### config.mk
export PLATFORM = sky130hd
export DESIGN_NAME = module_idle_entry_control
export DESIGN_NICKNAME = d
export VERILOG_FILES = /design/src/verilog/idle_entry_pkg.sv /design/src/verilog/module_idle_entry_control.sv /design/src/verilog/idle_gate_slot.sv /design/src/verilog/ahb_reg_port.sv
export SDC_FILE = /design/constraint.sdc
export NUM_CORES = 1
export LEC_CHECK = 0
export BUFFER_PORTS_ARGS = -buffer_cell sky130_fd_sc_hd__buf_2
export CAP_MARGIN = 0
export CORE_UTILIZATION = 46
export CTS_CLUSTER_DIAMETER = 100
export DETAILED_ROUTE_END_ITERATION = 10
export PLACE_DENSITY = 0.81
export SYNTH_ARGS = -nofsm -noshare
export SYNTH_HDL_FRONTEND = slang
export SYNTH_SLANG_ARGS = --single-unit
export TNS_END_PERCENT = 20
### constraint.sdc
create_clock -name CLK_SYS -period 1.7 [get_ports CLK_SYS]
set_input_delay 0.255 -clock CLK_SYS [delete_from_list [all_inputs] [get_ports CLK_SYS]]
set_output_delay 0.255 -clock CLK_SYS [all_outputs]
set_load 0.01 [all_outputs]
### src/verilog/idle_entry_pkg.sv
// idle-entry constants, register map, module indices and kinds
`default_nettype none
package idle_entry_pkg;
    localparam int NUM_MOD = 17;
    localparam int NUM_PERIPH = 14;
    localparam int ICR_W = 10;
    localparam int AW = 8;
    // register byte offsets
    localparam logic [7:0] ADDR_IDLE_CTRL = 8'h00;
    localparam logic [7:0] ADDR_IDLE_STATUS = 8'h04;
    localparam logic [7:0] ADDR_PERIPH_CTRL = 8'h08;
    localparam logic [7:0] ADDR_MASTER_CTRL = 8'h0c;
    localparam logic [7:0] ADDR_PWRDN_REQ = 8'h10;
    localparam logic [7:0] ADDR_CLK_STATE = 8'h14;
    // reset values
    localparam logic [9:0] ICR_RST = 10'h000;
    localparam logic [13:0] PERIPHERAL_IDLE_CTRL_RST = 14'h0000;
    localparam logic [1:0] MASTER_IDLE_CTRL_RST = 2'h0;
    localparam logic [1:0] PDREQ_RST = 2'h0;
    // idle control / status bit positions
    localparam int ICR_CPU = 0;
    localparam int ICR_MASTER = 1;
    localparam int ICR_INSTRUCTION_CACHE = 2;
    localparam int ICR_PERIPH = 3;
    localparam int ICR_CLKGEN = 4;
    localparam int ICR_EXTERNAL_MEMORY_INTERFACE = 5;
    localparam int MASTER_IDLE_CTRL_DMA = 0;
    localparam int MASTER_IDLE_CTRL_HOST = 1;
    localparam int PD_PLL = 0;
    localparam int PD_OSC = 1;
    // module slots: 0..13 follow the peripheral control bits
    localparam int MOD_TIMER0 = 0;
    localparam int MOD_TIMER1 = 1;
    localparam int MOD_WATCHDOG = 2;
    localparam int MOD_OS_TIMER = 3;
    localparam int MOD_GPIO = 4;
    localparam int MOD_PAR_GPIO = 5;
    localparam int MOD_CLK_DIV = 6;
    localparam int MOD_SSP0 = 7;
    localparam int MOD_SSP1 = 8;
    localparam int MOD_I2C = 9;
    localparam int MOD_UART = 10;
    localparam int MOD_EXTERNAL_MEMORY_INTERFACE = 11;
    localparam int MOD_DMA = 14;
    localparam int MOD_HOST = 15;
    localparam int MOD_INSTRUCTION_CACHE = 16;

    typedef enum logic [1:0] {KIND_NOW, KIND_DRAIN, KIND_SSP, KIND_EXTERNAL_MEMORY_INTERFACE} kind_t;

    function automatic kind_t mod_kind(input int idx);
        case (idx)
            MOD_SSP0, MOD_SSP1: mod_kind = KIND_SSP;
            MOD_I2C, MOD_UART, MOD_DMA, MOD_INSTRUCTION_CACHE: mod_kind = KIND_DRAIN;
            MOD_EXTERNAL_MEMORY_INTERFACE: mod_kind = KIND_EXTERNAL_MEMORY_INTERFACE;
            default: mod_kind = KIND_NOW;
        endcase
    endfunction
endpackage
`default_nettype wire

### src/verilog/module_idle_entry_control.sv
// idle-entry power manager: idle registers, cpu gating and per-module gating
`default_nettype none
// Functional notes
// modules whose idle control bit is clear keep their clock running
// no domain idles before its outstanding transaction completes
// cpu clock stops only after the pipeline has stopped
// cpu-domain controllers and configuration registers gate after the cpu stops
// dma idles at once if idle, else after its current transfer
// idled dma wakes for serial-port transfers and returns to idle
// host port idles at once; software ensures it is inactive
// instruction cache idles after current fill or fetch, else at once
// timers, watchdog, os timer, gpio ports, clock divider idle immediately
// external-clock serial port idles after current activity, else at once
// external-clock serial port wakes for new transfer, re-idles with dma
// internal-clock serial port idles only with both resets at 0
// two-wire bus controller idles after current bus activity
// asynchronous serial port idles after current character activity
// pll and oscillator power down only if requested before idle
// external memory interface idles after current dma transfer
// idle instruction copies idle control into idle status
// peripheral gates need peripheral control bit and peripheral status bit
// dma or host gates need master control bit and master status bit
// module clock gates only after that module acknowledges idle
// a draining module accepts no new start, except the auto-wake path
module module_idle_entry_control (
    // clock and reset
    input wire logic CLK_SYS,
    input wire logic RESET_N,
    // ahb-lite register bus
    input wire logic HSEL,
    input wire logic [31:0] HADDR,
    input wire logic [1:0] HTRANS,
    input wire logic HWRITE,
    input wire logic [2:0] HSIZE,
    input wire logic [31:0] HWDATA,
    input wire logic HREADY,
    output logic [31:0] HRDATA,
    output logic HREADYOUT,
    output logic HRESP,
    // processor core
    input wire logic IDLE_EXEC,
    input wire logic PIPE_STOPPED,
    input wire logic CPU_WAKE,
    output logic CPU_CLK_STOP,
    output logic CPU_AUX_CLK_STOP,
    // clock generator
    output logic PLL_POWER_DOWN,
    output logic OSC_POWER_DOWN,
    // gated modules
    input wire logic [16:0] MOD_BUSY,
    input wire logic [16:0] MOD_ACK,
    output logic [16:0] MOD_IDLE_REQ,
    output logic [16:0] MOD_HOLD_START,
    output logic [16:0] MOD_CLK_STOP,
    // serial port modes
    input wire logic [1:0] SSP_EXT_CLOCK,
    input wire logic [1:0] TRANSMITTER_RESET_CTRL,
    input wire logic [1:0] RECEIVER_RESET_CTRL
);
    logic [idle_entry_pkg::ICR_W-1:0] icr_ff, nxt_icr, idle_status_reg_ff, nxt_idle_status_reg;
    logic [idle_entry_pkg::NUM_PERIPH-1:0] peripheral_idle_ctrl_ff, nxt_peripheral_idle_ctrl;
    logic [1:0] master_idle_ctrl_ff, nxt_master_idle_ctrl, pdreq_ff, nxt_pdreq;
    logic cpu_stop_ff, nxt_cpu_stop, aux_stop_ff, nxt_aux_stop;
    logic pll_pd_ff, nxt_pll_pd, osc_pd_ff, nxt_osc_pd;
    logic [idle_entry_pkg::NUM_MOD-1:0] mod_req, mod_quiet, mod_wake;
    logic wr_stb;
    logic [7:0] reg_addr;
    logic [31:0] wr_data, rd_data;

    ahb_reg_port u_bus (
        .clk(CLK_SYS),
        .rst_n(RESET_N),
        .hsel(HSEL),
        .haddr(HADDR),
        .htrans(HTRANS),
        .hwrite(HWRITE),
        .hwdata(HWDATA),
        .hready(HREADY),
        .hrdata(HRDATA),
        .hreadyout(HREADYOUT),
        .hresp(HRESP),
        .wr_stb(wr_stb),
        .reg_addr(reg_addr),
        .wr_data(wr_data),
        .rd_data(rd_data)
    );

    // register writes and idle status update
    always_comb begin
        nxt_icr = icr_ff;
        nxt_peripheral_idle_ctrl = peripheral_idle_ctrl_ff;
        nxt_master_idle_ctrl = master_idle_ctrl_ff;
        nxt_pdreq = pdreq_ff;
        nxt_idle_status_reg = idle_status_reg_ff;
        if (wr_stb) begin
            case (reg_addr)
                idle_entry_pkg::ADDR_IDLE_CTRL: nxt_icr = wr_data[idle_entry_pkg::ICR_W-1:0];
                idle_entry_pkg::ADDR_PERIPH_CTRL: nxt_peripheral_idle_ctrl = wr_data[idle_entry_pkg::NUM_PERIPH-1:0];
                idle_entry_pkg::ADDR_MASTER_CTRL: nxt_master_idle_ctrl = wr_data[1:0];
                idle_entry_pkg::ADDR_PWRDN_REQ: nxt_pdreq = wr_data[1:0];
                default: ;
            endcase
        end
        if (CPU_WAKE) begin
            nxt_idle_status_reg[idle_entry_pkg::ICR_CPU] = 1'b0;
            nxt_idle_status_reg[idle_entry_pkg::ICR_CLKGEN] = 1'b0;
            nxt_idle_status_reg[idle_entry_pkg::ICR_EXTERNAL_MEMORY_INTERFACE] = 1'b0;
        end
        // an idle instruction in the wake cycle wins: software asked last
        if (IDLE_EXEC) begin
            nxt_idle_status_reg = icr_ff;
        end
    end

    always_ff @(posedge CLK_SYS or negedge RESET_N) begin
        if (!RESET_N) begin
            icr_ff <= idle_entry_pkg::ICR_RST;
            idle_status_reg_ff <= idle_entry_pkg::ICR_RST;
            peripheral_idle_ctrl_ff <= idle_entry_pkg::PERIPHERAL_IDLE_CTRL_RST;
            master_idle_ctrl_ff <= idle_entry_pkg::MASTER_IDLE_CTRL_RST;
            pdreq_ff <= idle_entry_pkg::PDREQ_RST;
        end else begin
            icr_ff <= nxt_icr;
            idle_status_reg_ff <= nxt_idle_status_reg;
            peripheral_idle_ctrl_ff <= nxt_peripheral_idle_ctrl;
            master_idle_ctrl_ff <= nxt_master_idle_ctrl;
            pdreq_ff <= nxt_pdreq;
        end
    end

    // register reads; unmapped offsets read zero
    always_comb begin
        case (reg_addr)
            idle_entry_pkg::ADDR_IDLE_CTRL: rd_data = {22'h000000, icr_ff};
            idle_entry_pkg::ADDR_IDLE_STATUS: rd_data = {22'h000000, idle_status_reg_ff};
            idle_entry_pkg::ADDR_PERIPH_CTRL: rd_data = {18'h00000, peripheral_idle_ctrl_ff};
            idle_entry_pkg::ADDR_MASTER_CTRL: rd_data = {30'h00000000, master_idle_ctrl_ff};
            idle_entry_pkg::ADDR_PWRDN_REQ: rd_data = {30'h00000000, pdreq_ff};
            idle_entry_pkg::ADDR_CLK_STATE:
                rd_data = {11'h000, osc_pd_ff, pll_pd_ff, aux_stop_ff, cpu_stop_ff, MOD_CLK_STOP};
            default: rd_data = 32'h0000_0000;
        endcase
    end

    // cpu domain and clock generator
    always_comb begin
        nxt_cpu_stop = idle_status_reg_ff[idle_entry_pkg::ICR_CPU] && PIPE_STOPPED;
        nxt_aux_stop = idle_status_reg_ff[idle_entry_pkg::ICR_CPU] && cpu_stop_ff;
        // powering down with the cpu still clocked is not a valid mix
        nxt_pll_pd = idle_status_reg_ff[idle_entry_pkg::ICR_CLKGEN] && pdreq_ff[idle_entry_pkg::PD_PLL]
            && cpu_stop_ff;
        nxt_osc_pd = idle_status_reg_ff[idle_entry_pkg::ICR_CLKGEN] && pdreq_ff[idle_entry_pkg::PD_OSC]
            && cpu_stop_ff;
    end

    always_ff @(posedge CLK_SYS or negedge RESET_N) begin
        if (!RESET_N) begin
            cpu_stop_ff <= 1'b0;
            aux_stop_ff <= 1'b0;
            pll_pd_ff <= 1'b0;
            osc_pd_ff <= 1'b0;
        end else begin
            cpu_stop_ff <= nxt_cpu_stop;
            aux_stop_ff <= nxt_aux_stop;
            pll_pd_ff <= nxt_pll_pd;
            osc_pd_ff <= nxt_osc_pd;
        end
    end

    assign CPU_CLK_STOP = cpu_stop_ff;
    assign CPU_AUX_CLK_STOP = aux_stop_ff;
    assign PLL_POWER_DOWN = pll_pd_ff;
    assign OSC_POWER_DOWN = osc_pd_ff;

    // per-module request, quiet condition and wake
    always_comb begin
        mod_req = '0;
        mod_quiet = '1;
        mod_wake = '0;
        for (int i = 0; i < idle_entry_pkg::NUM_PERIPH; i++) begin
            mod_req[i] = peripheral_idle_ctrl_ff[i] && idle_status_reg_ff[idle_entry_pkg::ICR_PERIPH];
        end
        mod_req[idle_entry_pkg::MOD_EXTERNAL_MEMORY_INTERFACE] = mod_req[idle_entry_pkg::MOD_EXTERNAL_MEMORY_INTERFACE]
            || idle_status_reg_ff[idle_entry_pkg::ICR_EXTERNAL_MEMORY_INTERFACE];
        mod_req[idle_entry_pkg::MOD_DMA] = master_idle_ctrl_ff[idle_entry_pkg::MASTER_IDLE_CTRL_DMA]
            && idle_status_reg_ff[idle_entry_pkg::ICR_MASTER];
        mod_req[idle_entry_pkg::MOD_HOST] = master_idle_ctrl_ff[idle_entry_pkg::MASTER_IDLE_CTRL_HOST]
            && idle_status_reg_ff[idle_entry_pkg::ICR_MASTER];
        mod_req[idle_entry_pkg::MOD_INSTRUCTION_CACHE] = idle_status_reg_ff[idle_entry_pkg::ICR_INSTRUCTION_CACHE];
        for (int i = 0; i < idle_entry_pkg::NUM_MOD; i++) begin
            case (idle_entry_pkg::mod_kind(i))
                idle_entry_pkg::KIND_NOW: mod_quiet[i] = 1'b1;
                idle_entry_pkg::KIND_DRAIN: mod_quiet[i] = !MOD_BUSY[i];
                idle_entry_pkg::KIND_EXTERNAL_MEMORY_INTERFACE: mod_quiet[i] = !MOD_BUSY[idle_entry_pkg::MOD_DMA];
                default: mod_quiet[i] = 1'b1;
            endcase
        end
        for (int j = 0; j < 2; j++) begin
            if (SSP_EXT_CLOCK[j]) begin
                mod_quiet[idle_entry_pkg::MOD_SSP0 + j] = !MOD_BUSY[idle_entry_pkg::MOD_SSP0 + j];
                mod_wake[idle_entry_pkg::MOD_SSP0 + j] = MOD_BUSY[idle_entry_pkg::MOD_SSP0 + j];
            end else begin
                // running its own clock it idles only while held in reset
                mod_quiet[idle_entry_pkg::MOD_SSP0 + j] = !TRANSMITTER_RESET_CTRL[j]
                    && !RECEIVER_RESET_CTRL[j];
            end
        end
        mod_wake[idle_entry_pkg::MOD_DMA] = mod_wake[idle_entry_pkg::MOD_SSP0]
            || mod_wake[idle_entry_pkg::MOD_SSP1];
    end

    genvar gi;
    generate
        for (gi = 0; gi < idle_entry_pkg::NUM_MOD; gi++) begin : g_slot
            idle_gate_slot u_slot (
                .clk(CLK_SYS),
                .rst_n(RESET_N),
                .req(mod_req[gi]),
                .ack(MOD_ACK[gi]),
                .quiet(mod_quiet[gi]),
                .wake(mod_wake[gi]),
                .stop(MOD_CLK_STOP[gi]),
                .hold(MOD_HOLD_START[gi])
            );
        end
    endgenerate

    assign MOD_IDLE_REQ = mod_req;
endmodule // module_idle_entry_control
`default_nettype wire

### src/verilog/idle_gate_slot.sv
// per-module idle entry sequencer: request, drain, gate, auto-wake
`default_nettype none
module idle_gate_slot (
    // clock and reset
    input wire logic clk,
    input wire logic rst_n,
    // conditions
    input wire logic req,
    input wire logic ack,
    input wire logic quiet,
    input wire logic wake,
    // results
    output logic stop,
    output logic hold
);
    typedef enum logic [1:0] {ST_RUN, ST_DRAIN, ST_IDLE, ST_AUTO} slot_state_t;
    slot_state_t state_ff, nxt_state;
    logic stop_ff, nxt_stop, hold_ff, nxt_hold;

    always_comb begin
        nxt_state = state_ff;
        case (state_ff)
            ST_RUN: begin
                if (req) begin
                    nxt_state = ST_DRAIN;
                end
            end
            ST_DRAIN: begin
                if (!req) begin
                    nxt_state = ST_RUN;
                end else if (quiet && ack) begin
                    nxt_state = ST_IDLE;
                end
            end
            ST_IDLE: begin
                if (!req) begin
                    nxt_state = ST_RUN;
                end else if (wake) begin
                    nxt_state = ST_AUTO;
                end
            end
            ST_AUTO: begin
                // back to sleep only once the woken transfer is done
                if (!req) begin
                    nxt_state = ST_RUN;
                end else if (quiet && ack && !wake) begin
                    nxt_state = ST_IDLE;
                end
            end
            default: nxt_state = ST_RUN;
        endcase
        nxt_stop = (nxt_state == ST_IDLE);
        nxt_hold = (nxt_state == ST_DRAIN);
    end

    always_ff @(posedge clk or negedge rst_n) begin
        if (!rst_n) begin
            state_ff <= ST_RUN;
            stop_ff <= 1'b0;
            hold_ff <= 1'b0;
        end else begin
            state_ff <= nxt_state;
            stop_ff <= nxt_stop;
            hold_ff <= nxt_hold;
        end
    end

    assign stop = stop_ff;
    assign hold = hold_ff;
endmodule // idle_gate_slot
`default_nettype wire

### src/verilog/ahb_reg_port.sv
// ahb-lite slave front end: writes zero-wait, reads one wait state
`default_nettype none
module ahb_reg_port (
    // clock and reset
    input wire logic clk,
    input wire logic rst_n,
    // ahb-lite
    input wire logic hsel,
    input wire logic [31:0] haddr,
    input wire logic [1:0] htrans,
    input wire logic hwrite,
    input wire logic [31:0] hwdata,
    input wire logic hready,
    output logic [31:0] hrdata,
    output logic hreadyout,
    output logic hresp,
    // register side
    output logic wr_stb,
    output logic [7:0] reg_addr,
    output logic [31:0] wr_data,
    input wire logic [31:0] rd_data
);
    typedef enum logic [1:0] {PH_IDLE, PH_WRITE, PH_RDWAIT, PH_RDDONE} phase_t;
    phase_t phase_ff, nxt_phase;
    logic [7:0] addr_ff, nxt_addr;
    logic [31:0] hrdata_ff, nxt_hrdata;
    logic take;

    always_comb begin
        take = hsel && htrans[1] && hready;
        nxt_addr = take ? haddr[7:0] : addr_ff;
        nxt_hrdata = hrdata_ff;
        if (phase_ff == PH_RDWAIT) begin
            // the wait cycle lets a preceding write land before sampling
            nxt_phase = PH_RDDONE;
            nxt_hrdata = rd_data;
        end else if (take) begin
            nxt_phase = hwrite ? PH_WRITE : PH_RDWAIT;
        end else begin
            nxt_phase = PH_IDLE;
        end
    end

    always_ff @(posedge clk or negedge rst_n) begin
        if (!rst_n) begin
            phase_ff <= PH_IDLE;
            addr_ff <= 8'h00;
            hrdata_ff <= 32'h0000_0000;
        end else begin
            phase_ff <= nxt_phase;
            addr_ff <= nxt_addr;
            hrdata_ff <= nxt_hrdata;
        end
    end

    assign hreadyout = (phase_ff != PH_RDWAIT);
    assign hresp = 1'b0;
    assign hrdata = hrdata_ff;
    assign wr_stb = (phase_ff == PH_WRITE);
    assign reg_addr = addr_ff;
    assign wr_data = hwdata;
endmodule // ahb_reg_port
`default_nettype wire

-- After elaboration in Yosys (flattened, before gate mapping)
Index checks and enable logic that the tools add are counted.
- equality and inequality tests: 93
- reductions and logical operators: 88
- mux-type cells: 105
- operator list (cell ; count):
    2-bit two-way mux ; 81
    21-bit one-hot mux with 6 select lines ; 1
    2-bit == test, second input constant ; 52
    2-bit one-hot mux with 3 select lines ; 14
    2-bit by 1-bit == test with 1-bit output, second input constant ; 35
    1-bit logical AND ; 36
    2-bit logical NOT ; 17
    2-bit OR reduction ; 14
    2-bit one-hot mux with 4 select lines ; 3
    8-bit by 4-bit == test with 1-bit output, second input constant ; 2
    8-bit by 5-bit == test with 1-bit output, second input constant ; 2
    1-bit logical NOT ; 13
    8-bit by 3-bit == test with 1-bit output, second input constant ; 1
    8-bit logical NOT ; 1
    2-bit AND reduction ; 4
    6-bit two-way mux ; 1
    1-bit two-way mux ; 5
    1-bit logical OR ; 2
    2-bit != test, second input constant ; 1
    2-bit nonzero test ; 1
- logic and storage cells: 350
- input bits: 117
- register bits after elaboration: 152

-- Logic depth before layout (Yosys ltp)
Gate-level depths: netlist (run 1).
- depth in word-level cells: 9
- mapped depth: 5

-- Modules after synthesis
From an unflattened synthesis (run 1), not the netlist that was laid out.
- cells, all modules: 529
- area total of the unflattened synthesis: 7279.5 µm²
- modules (own cells, without submodules) (module ; area each (µm²) ; cells an instance ; times used):
    idle_gate_slot ; 171.4 ; 12 ; 17
    module_idle_entry_control ; 2382.3 ; 198 ; 1
    ahb_reg_port ; 1983.2 ; 127 ; 1

-- Least setup slack after synthesis (run 1)
Ideal clock, no wire load.
- path type: flip-flop to flip-flop
- start point: register u_bus.addr_ff[4], in the netlist u_bus.reg_addr[4]
- end point: register peripheral_idle_ctrl_ff[10] (netlist name)
- required time: 1.575 ns
- path slack: 0.107 ns
- arrival time: 1.468 ns
- clock period less this slack: 1.593 ns
- cell stages (with the launch flop): 6
- cell sequence: dfrtp_1 > buf_6 > nor4b_4 > nand3_4 > buf_6 > mux2_4
- word-level cells in the longest chain between the ends: 2
- RTL lines (element ; RTL line ; source):
    start: declaration ; ahb_reg_port.sv:25 ; logic [7:0] addr_ff, nxt_addr;
    start signal: assignment ; ahb_reg_port.sv:51 ; addr_ff <= nxt_addr;
    8-bit by 4-bit == test with 1-bit output ; module_idle_entry_control.sv:96 ; case (reg_addr)
    2-bit AND reduction (no source line) ; -- ;
    end signal: assignment ; module_idle_entry_control.sv:119 ; peripheral_idle_ctrl_ff <= idle_entry_pkg::PERIPHERAL_IDLE_CTRL_RST;
    end signal: assignment ; module_idle_entry_control.sv:125 ; peripheral_idle_ctrl_ff <= nxt_peripheral_idle_ctrl;
    end: declaration ; module_idle_entry_control.sv:61 ; logic [idle_entry_pkg::NUM_PERIPH-1:0] peripheral_idle_ctrl_ff, nxt_peripheral_idle_ctrl;
Every way passes these cells.
A chain may end at the register's enable or synchronous reset.

-- Final worst setup path (run 1)
- start point: register idle_status_reg_ff[3] (netlist name)
- end point: output MOD_IDLE_REQ[7]
- word-level cells in the longest chain between the ends: 1
- RTL lines (element ; RTL line ; source):
    start: declaration ; module_idle_entry_control.sv:60 ; logic [idle_entry_pkg::ICR_W-1:0] icr_ff, nxt_icr, idle_status_reg_ff, nxt_idle_status_reg;
    start signal: assignment ; module_idle_entry_control.sv:118 ; idle_status_reg_ff <= idle_entry_pkg::ICR_RST;
    start signal: assignment ; module_idle_entry_control.sv:124 ; idle_status_reg_ff <= nxt_idle_status_reg;
    1-bit logical AND ; module_idle_entry_control.sv:181 ; mod_req[i] = peripheral_idle_ctrl_ff[i] && idle_status_reg_ff[idle_entry_pkg::ICR_PERIPH];
    end: declaration ; module_idle_entry_control.sv:52 ; output logic [16:0] MOD_IDLE_REQ,
Every way passes these cells.

==> run metrics, run 1 <==
commonest non-fill, non-tap cells in the layout dfrtp_1 (139), buf_2 (135), mux2_2 (43), nand2_1 (30), nor2_1 (24); pre-CTS WS -0.0537 ns; post-route ant nets 0; crit path cell chain buf_4 -> nand2_1 -> inv_1 -> buf_2; period utilization 0.984; share of cells above drive strength 1 0.404; Cells after Synth 523; static leakage 0.00377 uW; Final Net Count 750; part of the Yosys area used for sequential elements 0.566; drt drc 0; type of the most critical hold path in -> reg; Placed Cells 785; cell family with most CP delay flip-flops; Die Wd 118 um; slowest cell on the critical path dfrtp_2; first-pass GRT wire length 22100 um; Worst path max stage delay 0.46 ns; #FFs+latches synth 141; IO Pins 206; syn_area_per_cell 11.9 sq um; Clock Latency Late Sink 0.42 ns; register area 3530 sq um; clock slew at reported path FFs 0.06 ns; most common cell after layout, fill and taps aside dfrtp_1; Pwr per Cell Area 1300 nW/um^2; startpoint types register; number of port buffers 136; Hold WS 0.0325 ns; Crit path arrival time 1.42 ns; status finished, final reports clean; vias per std cell 5.23; Initial Util 0.471; CP endpoint kind output port; global route total overflow 0; peak supply drop 0.000547 V; row cnt 42; Max Cap Viol 0; initial drt markers 201; H-tree levels 4; Final Non-Filler Cells 822; RSZ-0062 raised after global routing yes; WP buf/inv 3; DR vias 4297; clk buf depth 2; Die H 118 um; clk root buf clkbuf_16; CTS tree done; drt pass-1 iters 4; CTS Sinks 141; Post-DP Area 6800 sq um; critical path class reg -> out; wire per inst 16.4 um; Core ar. 13200 sq um; DPL Wire Length 9640 um; final-layout fill cell count 1107; die area 14000 sq um; Worst Path Required 1.44 ns; maximum clock frequency 598 MHz; minimum clock period 1.67 ns; critical-path maximum fanout 6; final hold viol count 0; Yosys Warn Count 0; Mapped Area 6240 sq um; Total Routed Length 13500 um; All-Layer GR Usage 0.206; Slew Limit Fails 0; final worst slack 0.0271 ns; Yosys cell types 37; initial antenna violation count 2; footprint of the multi-input gates 2160 sq um; Placer Congestion 0.787; vias in the first global route 4446; diode count 0; Post-Route Skew 0.00573 ns; Final setup viols 0; CTS Buf Count 17; Finished Cell Area 7480 sq um; Area Overhead vs Synth 20.0%; largest net degree at the start of global routing 46
[cells in the mapped netlist]
cell type / instances / area [sq um]
buf_2: 3 / 15.0
inv_1: 20 / 75.1
a211oi_1: 20 / 150
nor3_4: 1 / 16.3
o211a_1: 2 / 20.0
nor4b_2: 1 / 15.0
nor3_1: 21 / 105
nor2b_1: 20 / 125
buf_4: 63 / 473
o21a_1: 2 / 15.0
o211ai_1: 10 / 75.1
clkbuf_1: 8 / 30.0
mux2_4: 10 / 150
mux4_2: 2 / 45.0
nand4_1: 12 / 75.1
and3b_1: 5 / 43.8
o21ai_0: 9 / 45.0
a21oi_1: 15 / 75.1
and2_1: 5 / 31.3
nor3b_2: 1 / 12.5
and3_1: 6 / 37.5
nand3_1: 4 / 20.0
nand2_1: 35 / 131
buf_6: 3 / 33.8
nor2_1: 25 / 93.8
a22o_1: 8 / 70.1
dfrtp_1: 141 / 3530
nand4_4: 1 / 21.3
conb_1: 1 / 3.75
nor3b_1: 1 / 7.51
a22oi_1: 13 / 97.6
nand3_4: 1 / 17.5
nand4b_1: 2 / 17.5
nand2b_1: 4 / 25.0
nand3b_1: 4 / 30.0
mux2_2: 43 / 484
nor4b_4: 1 / 23.8
[layout make-up]
class                      count  area share
sequential                   141       0.472
multi-input combinational    296       0.288
timing repair buffer         157       0.120
clock buffer                  20      0.0624
tap                          176      0.0294
clock inverter                12      0.0181
inverter                      20      0.0100
[path summary, 6_finish.rpt]
kind	from	endpoint	slack, ns	cells after the start
max reg2reg	u_bus.reg_addr[3]	peripheral_idle_ctrl_ff[8]	0.04	3
min	MOD_ACK[15]	g_slot[15].u_slot.hold	0.03	2
min reg2reg	g_slot[15].u_slot.state_ff[1]	g_slot[15].u_slot.hold	0.44	1
max	idle_status_reg_ff[3]	MOD_IDLE_REQ[7]	0.03	4
max in group asynchronous	RESET_N	idle_status_reg_ff[3]	0.80	3
min in group asynchronous	RESET_N	g_slot[9].u_slot.state_ff[0]	0.31	2
[cell families (layout without fill, tap and decap cells)]
logic type,Yosys count,after routing,synth area share
other,1,12,0.000601
flip-flops,141,141,0.566
buffers and inverters,97,209,0.101
AO/OA/AOI/OAI,79,79,0.0879
AND/OR/NAND/NOR,150,150,0.136
multiplexers,55,55,0.109
[what timing repair did]
| item | in CTS | in global routing |
|---|---|---|
| gates resized for setup | 5 | 8 |
| hold buffers | 1 | 0 |
| hold endpoints to repair | 38 | 0 |
| buffers inserted | 2 | 2 |
| pin swaps | 2 | 2 |
| setup endpoints to repair | 21 | 31 |
| gates cloned | 0 | 0 |
[flip-flops by register name, indices dropped and copies added (netlist names)]
signal	flops
CPU_CLK_STOP	1
g_slot.u_slot.stop	17
g_slot.u_slot.state_ff	34
icr_ff	10
OSC_POWER_DOWN	1
master_idle_ctrl_ff	2
CPU_AUX_CLK_STOP	1
u_bus.hrdata	21
idle_status_reg_ff	10
u_bus.phase_ff	2
PLL_POWER_DOWN	1
pdreq_ff	2
u_bus.reg_addr	8
peripheral_idle_ctrl_ff	14
g_slot.u_slot.hold	17
[report_power, final]
group | switching, uW | leakage (uW) | internal (uW)
combinational | 957 | 0.00166 | 829
sequential | 375 | 0.00182 | 3830
clock | 1430 | 0.000285 | 2280
total | 2760 | 0.00377 | 6940
[metrics by stage]
stage	TNS (ns)	total power, uW	util
after floorplan	0	5480	-
after global placement	0	5870	0.513
after detailed placement	-0.0883	5990	0.513
after CTS	-0.00119	9740	0.561
after global routing	-0.237	10200	0.565
final	0	9700	0.565
[layer usage]
| layer | GRT usage | vias up | share of wire | wire [um] |
|---|---|---|---|---|
| met5 | 0 | - | 0.0016 | 22 |
| met4 | 0.0878 | 4 | 0.019 | 256 |
| met3 | 0.0685 | 26 | 0.070 | 940 |
| met2 | 0.329 | 125 | 0.49 | 6550 |
| met1 | 0.258 | 2157 | 0.42 | 5690 |
| li1 | - | 1985 | - | - |
Note: power is estimated with default switching activity, not from simulation.
==> run 2, diff against run 1 <==
Settings changed: CORE_UTILIZATION 46 to 30, PLACE_DENSITY 0.81 to 0.65.
==> run 2 against run 1 <==
Flip-flop and latch count unchanged; critical path depth unchanged; worst hold slack got worse by 0.0081 ns; critical path type unchanged; largest cell class unchanged.
==> run metrics, run 2 (synthesis gave the netlist of run 1 again) <==
status finished, final reports clean; drt pass-1 iters 7; Crit path arrival time 1.40 ns; die area 21400 sq um; CTS Sinks 141; DR vias 4231; Finished Cell Area 7650 sq um; CP endpoint kind output port; Die H 146 um; startpoint types register; Worst path max stage delay 0.45 ns; DPL Wire Length 10500 um; clk buf depth 2; initial antenna violation count 0; minimum clock period 1.65 ns; critical path startpoint idle_status_reg_ff[3]; static leakage 0.00382 uW; Worst R2R Setup Slack 0.13 ns; Initial Util 0.307; Clock Latency Late Sink 0.43 ns; reg2reg end icr_ff[7]; Worst Path Required 1.44 ns; maximum clock frequency 605 MHz; Die Wd 146 um; diode count 0; Final Net Count 759; Placer Congestion 0.760; Core ar. 20300 sq um; first-pass GRT wire length 22800 um; Post-Route Skew 0.0163 ns; commonest non-fill, non-tap cells in the layout dfrtp_1 (139), buf_2 (135), mux2_2 (43), nand2_1 (29), buf_4 (25); critical-path maximum fanout 10; crit path cell chain buf_6 -> nand2_1 -> inv_1 -> buf_2; largest net degree at the start of global routing 36; clock slew at reported path FFs 0.07 ns; share of cells above drive strength 1 0.414; Area Overhead vs Synth 22.8%; vias per std cell 4.57; most common cell after layout, fill and taps aside dfrtp_1; Final setup viols 0; vias in the first global route 4170; Max Cap Viol 0; WP buf/inv 3; Final Non-Filler Cells 925; wire per inst 15.4 um; row cnt 52; IO Pins 206; drt drc 0; CP endpoint MOD_IDLE_REQ[6]; setup TNS 0 ns; reg-to-reg startpoint u_bus.reg_addr[1]; Slew Limit Fails 0; clk root buf clkbuf_16; critical path class reg -> out; Pwr per Cell Area 1280 nW/um^2; period utilization 0.972; final worst slack 0.0471 ns; pre-CTS WS -0.00510 ns; number of port buffers 136; type of the most critical hold path in -> reg; cell family with most CP delay flip-flops; Levels on crit path 4; CTS tree done; final hold viol count 0; depth of the most critical reg-to-reg path 3; global route total overflow 0; Placed Cells 891; Total Routed Length 14300 um; peak supply drop 0.000736 V; max reg flops 34; Post-DP Area 6990 sq um; All-Layer GR Usage 0.141; post-route ant nets 0; H-tree levels 4; RSZ-0062 raised after global routing yes; initial drt markers 137; largest reg by FF count g_slot.u_slot.state_ff; slowest cell on the critical path dfrtp_2; CTS Buf Count 17
==> run 2: layout make-up <==
class	count	area [sq um]
Fill cell	2011	12600
Sequential cell	141	3530
Multi-Input combinational cell	296	2150
Timing Repair Buffer	166	956
Clock buffer	18	439
Tap cell	270	338
Clock inverter	14	168
Inverter	20	75.1
==> run 2: where the power goes <==
| part | leakage [uW] | switching (uW) | internal, uW | total [uW] |
|---|---|---|---|---|
| Clock | 0.000292 | 1470 | 2350 | 3820 |
| Sequential | 0.00182 | 350 | 3830 | 4180 |
| Combinational | 0.00171 | 966 | 843 | 1810 |
| Total | 0.00382 | 2780 | 7020 | 9800 |
==> run 2: how the worst min path moves through the flow <==
stage / startpoint / to / slack (ns) / depth (start not counted)
final: MOD_ACK[0] / g_slot[0].u_slot.hold / 0.02 / 2
after global routing: MOD_ACK[4] / g_slot[4].u_slot.hold / 0.02 / 2
after CTS: MOD_ACK[0] / g_slot[0].u_slot.hold / 0.003 / 2
after detailed placement: RESET_N / g_slot[9].u_slot.hold / 0.18 / 1
after global placement: RESET_N / g_slot[9].u_slot.hold / 0.18 / 1
after floorplan: RESET_N / CPU_AUX_CLK_STOP / -0.04 / 0
==> run 2: per-stage QoR <==
step,total power (uW),util,hold slack (ns)
6_report,9800,0.377,0.0244
3_5_place_dp,6040,0.344,0.182
3_3_place_gp,5990,0.344,0.181
4_1_cts,9910,0.375,0.00313
5_1_grt,10300,0.377,0.0153
2_1_floorplan,5480,-,-0.0406
==> run 2: layer usage <==
metal	GRT usage	wire [um]	vias up
li1	-	-	2021
met2	0.221	6740	133
met4	0.0484	167	0
met1	0.181	6400	2068
met5	0	0	-
met3	0.0494	971	9
==> run 2: repair_timing <==
action                                  4_1_cts  5_1_grt
resized for setup                             4        9
endpoints found under the setup margin       19       39
buffers inserted                              0        1
endpoints found under the hold margin        28        0
pin swaps                                     1        1
hold buffers                                  1        0
==> run 2: worst reg2reg max path, cell delays in order (launching register included) <==
cell and delay, ns:
dfrtp_1 0.40, nor3_4 0.38, nand4_4 0.31, mux2_2 0.36
==> run 3, diff against run 2 <==
Settings changed: CTS_BUF_LIST from default to sky130_fd_sc_hd__clkbuf_16.
==> run 3 against run 2 <==
Via count decreased by 0.35%; die area unchanged; largest cell class unchanged; routed wire length increased by 0.21%; critical endpoint unchanged.
==> run metrics, run 3 (synthesis gave the netlist of run 1 again) <==
critical-path maximum fanout 10; CTS tree done; minimum clock period 1.65 ns; Max Cap Viol 0; Core ar. 20300 sq um; Final Net Count 759; most common cell after layout, fill and taps aside dfrtp_1; All-Layer GR Usage 0.141; reg-to-reg startpoint u_bus.reg_addr[1]; Final setup viols 0; DR vias 4216; commonest non-fill, non-tap cells in the layout dfrtp_1 (139), buf_2 (135), mux2_2 (43), nand2_1 (29), buf_4 (25); CTS Sinks 141; largest reg by FF count g_slot.u_slot.state_ff; type of the most critical hold path in -> reg; diode count 0; die area 21400 sq um; startpoint types register; Design Power 9760 uW; vias in the first global route 4172; critical path startpoint idle_status_reg_ff[3]; maximum clock frequency 604 MHz; static leakage 0.00381 uW; critical path class reg -> out; clk buf depth 2; Worst Path Required 1.44 ns; vias per std cell 4.56; final worst slack 0.0456 ns; Die Wd 146 um; CP endpoint kind output port; Total Routed Length 14300 um; Placed Cells 891; Slew Limit Fails 0; RSZ-0062 raised after global routing yes; peak supply drop 0.000736 V; post-route ant nets 0; max reg flops 34; final-layout fill cell count 2011; number of port buffers 136; CTS Buf Count 17; Area Overhead vs Synth 22.6%; wire per inst 15.5 um; Finished Cell Area 7640 sq um; status finished, final reports clean; clk root buf clkbuf_16; Crit path arrival time 1.40 ns; period utilization 0.973; largest net degree at the start of global routing 36; Pwr per Cell Area 1280 nW/um^2; IO Pins 206; share of cells above drive strength 1 0.412; drt drc 0; clock slew at reported path FFs 0.07 ns; Hold Crit Start MOD_ACK[0]; Die H 146 um; initial drt markers 142; H-tree levels 4; Placer Congestion 0.760; final hold viol count 0; initial antenna violation count 0; row cnt 52; Final Non-Filler Cells 925; first-pass GRT wire length 22800 um; drt pass-1 iters 6; Post-Route Skew 0.0146 ns; DPL Wire Length 10500 um; Initial Util 0.307; pre-CTS WS -0.00510 ns; global route total overflow 0; Post-DP Area 6990 sq um; Clock Latency Late Sink 0.43 ns
-- run 3: cell types whose count changed in the layout (fill, tap and decap cells not counted), sizes merged --
| cell | previous run | this run |
|---|---|---|
| clkinv | 6 | 7 |
| clkbuf | 18 | 17 |
-- run 3: path summary, 6_finish.rpt --
kind | end | slack, ns | depth (start not counted)
max in group asynchronous | g_slot[6].u_slot.hold | 0.89 | 3
hold reg to reg | g_slot[1].u_slot.hold | 0.43 | 1
setup reg to reg | icr_ff[7] | 0.13 | 3
min in group asynchronous | g_slot[9].u_slot.hold | 0.29 | 2
setup / recovery | MOD_IDLE_REQ[6] | 0.05 | 4
hold / removal | g_slot[0].u_slot.hold | 0.03 | 2
-- run 3: layout make-up --
| class | instances | area [sq um] | share of cell area |
|---|---|---|---|
| well taps | 270 | 338 | 0.0442 |
| inverters | 20 | 75.1 | 0.00982 |
| flip-flops and latches | 141 | 3530 | 0.462 |
| multi-input cells | 296 | 2150 | 0.281 |
| repair buffers | 166 | 956 | 0.125 |
| clock inverters | 15 | 171 | 0.0224 |
| clock buffers | 17 | 425 | 0.0556 |
-- run 3: power by group --
| group | switching (uW) | internal [uW] |
|---|---|---|
| Combinational | 966 | 843 |
| Sequential | 348 | 3830 |
| Clock | 1470 | 2300 |
| Total | 2790 | 6970 |
-- run 3: routing by layer --
metal / global-route usage / wire, um / share of wire
met2: 0.222 / 6770 / 0.47
met5: 0 / 0 / 0
met4: 0.0484 / 165 / 0.012
met3: 0.0494 / 931 / 0.065
met1: 0.181 / 6440 / 0.45
-- run 3: timing repair --
action | 4_1_cts | 5_1_grt
hold buffers | 1 | 0
pin swaps | 1 | 1
gates resized for setup | 4 | 9
cloned | 0 | 0
endpoints found under the setup margin | 19 | 39
setup buffers | 0 | 1
endpoints found under the hold margin | 28 | 0
-- run 3: worst max-delay path: stages (launching register included) --
cell and delay, ns:
dfrtp_2 0.45, buf_6 0.17, nand2_1 0.16, inv_1 0.05, buf_2 0.13
-- run 3: metrics by stage --
step | hold WS, ns | util | setup TNS [ns]
floorplan | -0.0406 | - | 0
global placement | 0.181 | 0.344 | 0
detailed placement | 0.182 | 0.344 | -0.00890
CTS | 0.00207 | 0.375 | -0.0964
global route | 0.0152 | 0.377 | -0.0772
finish | 0.0251 | 0.377 | 0
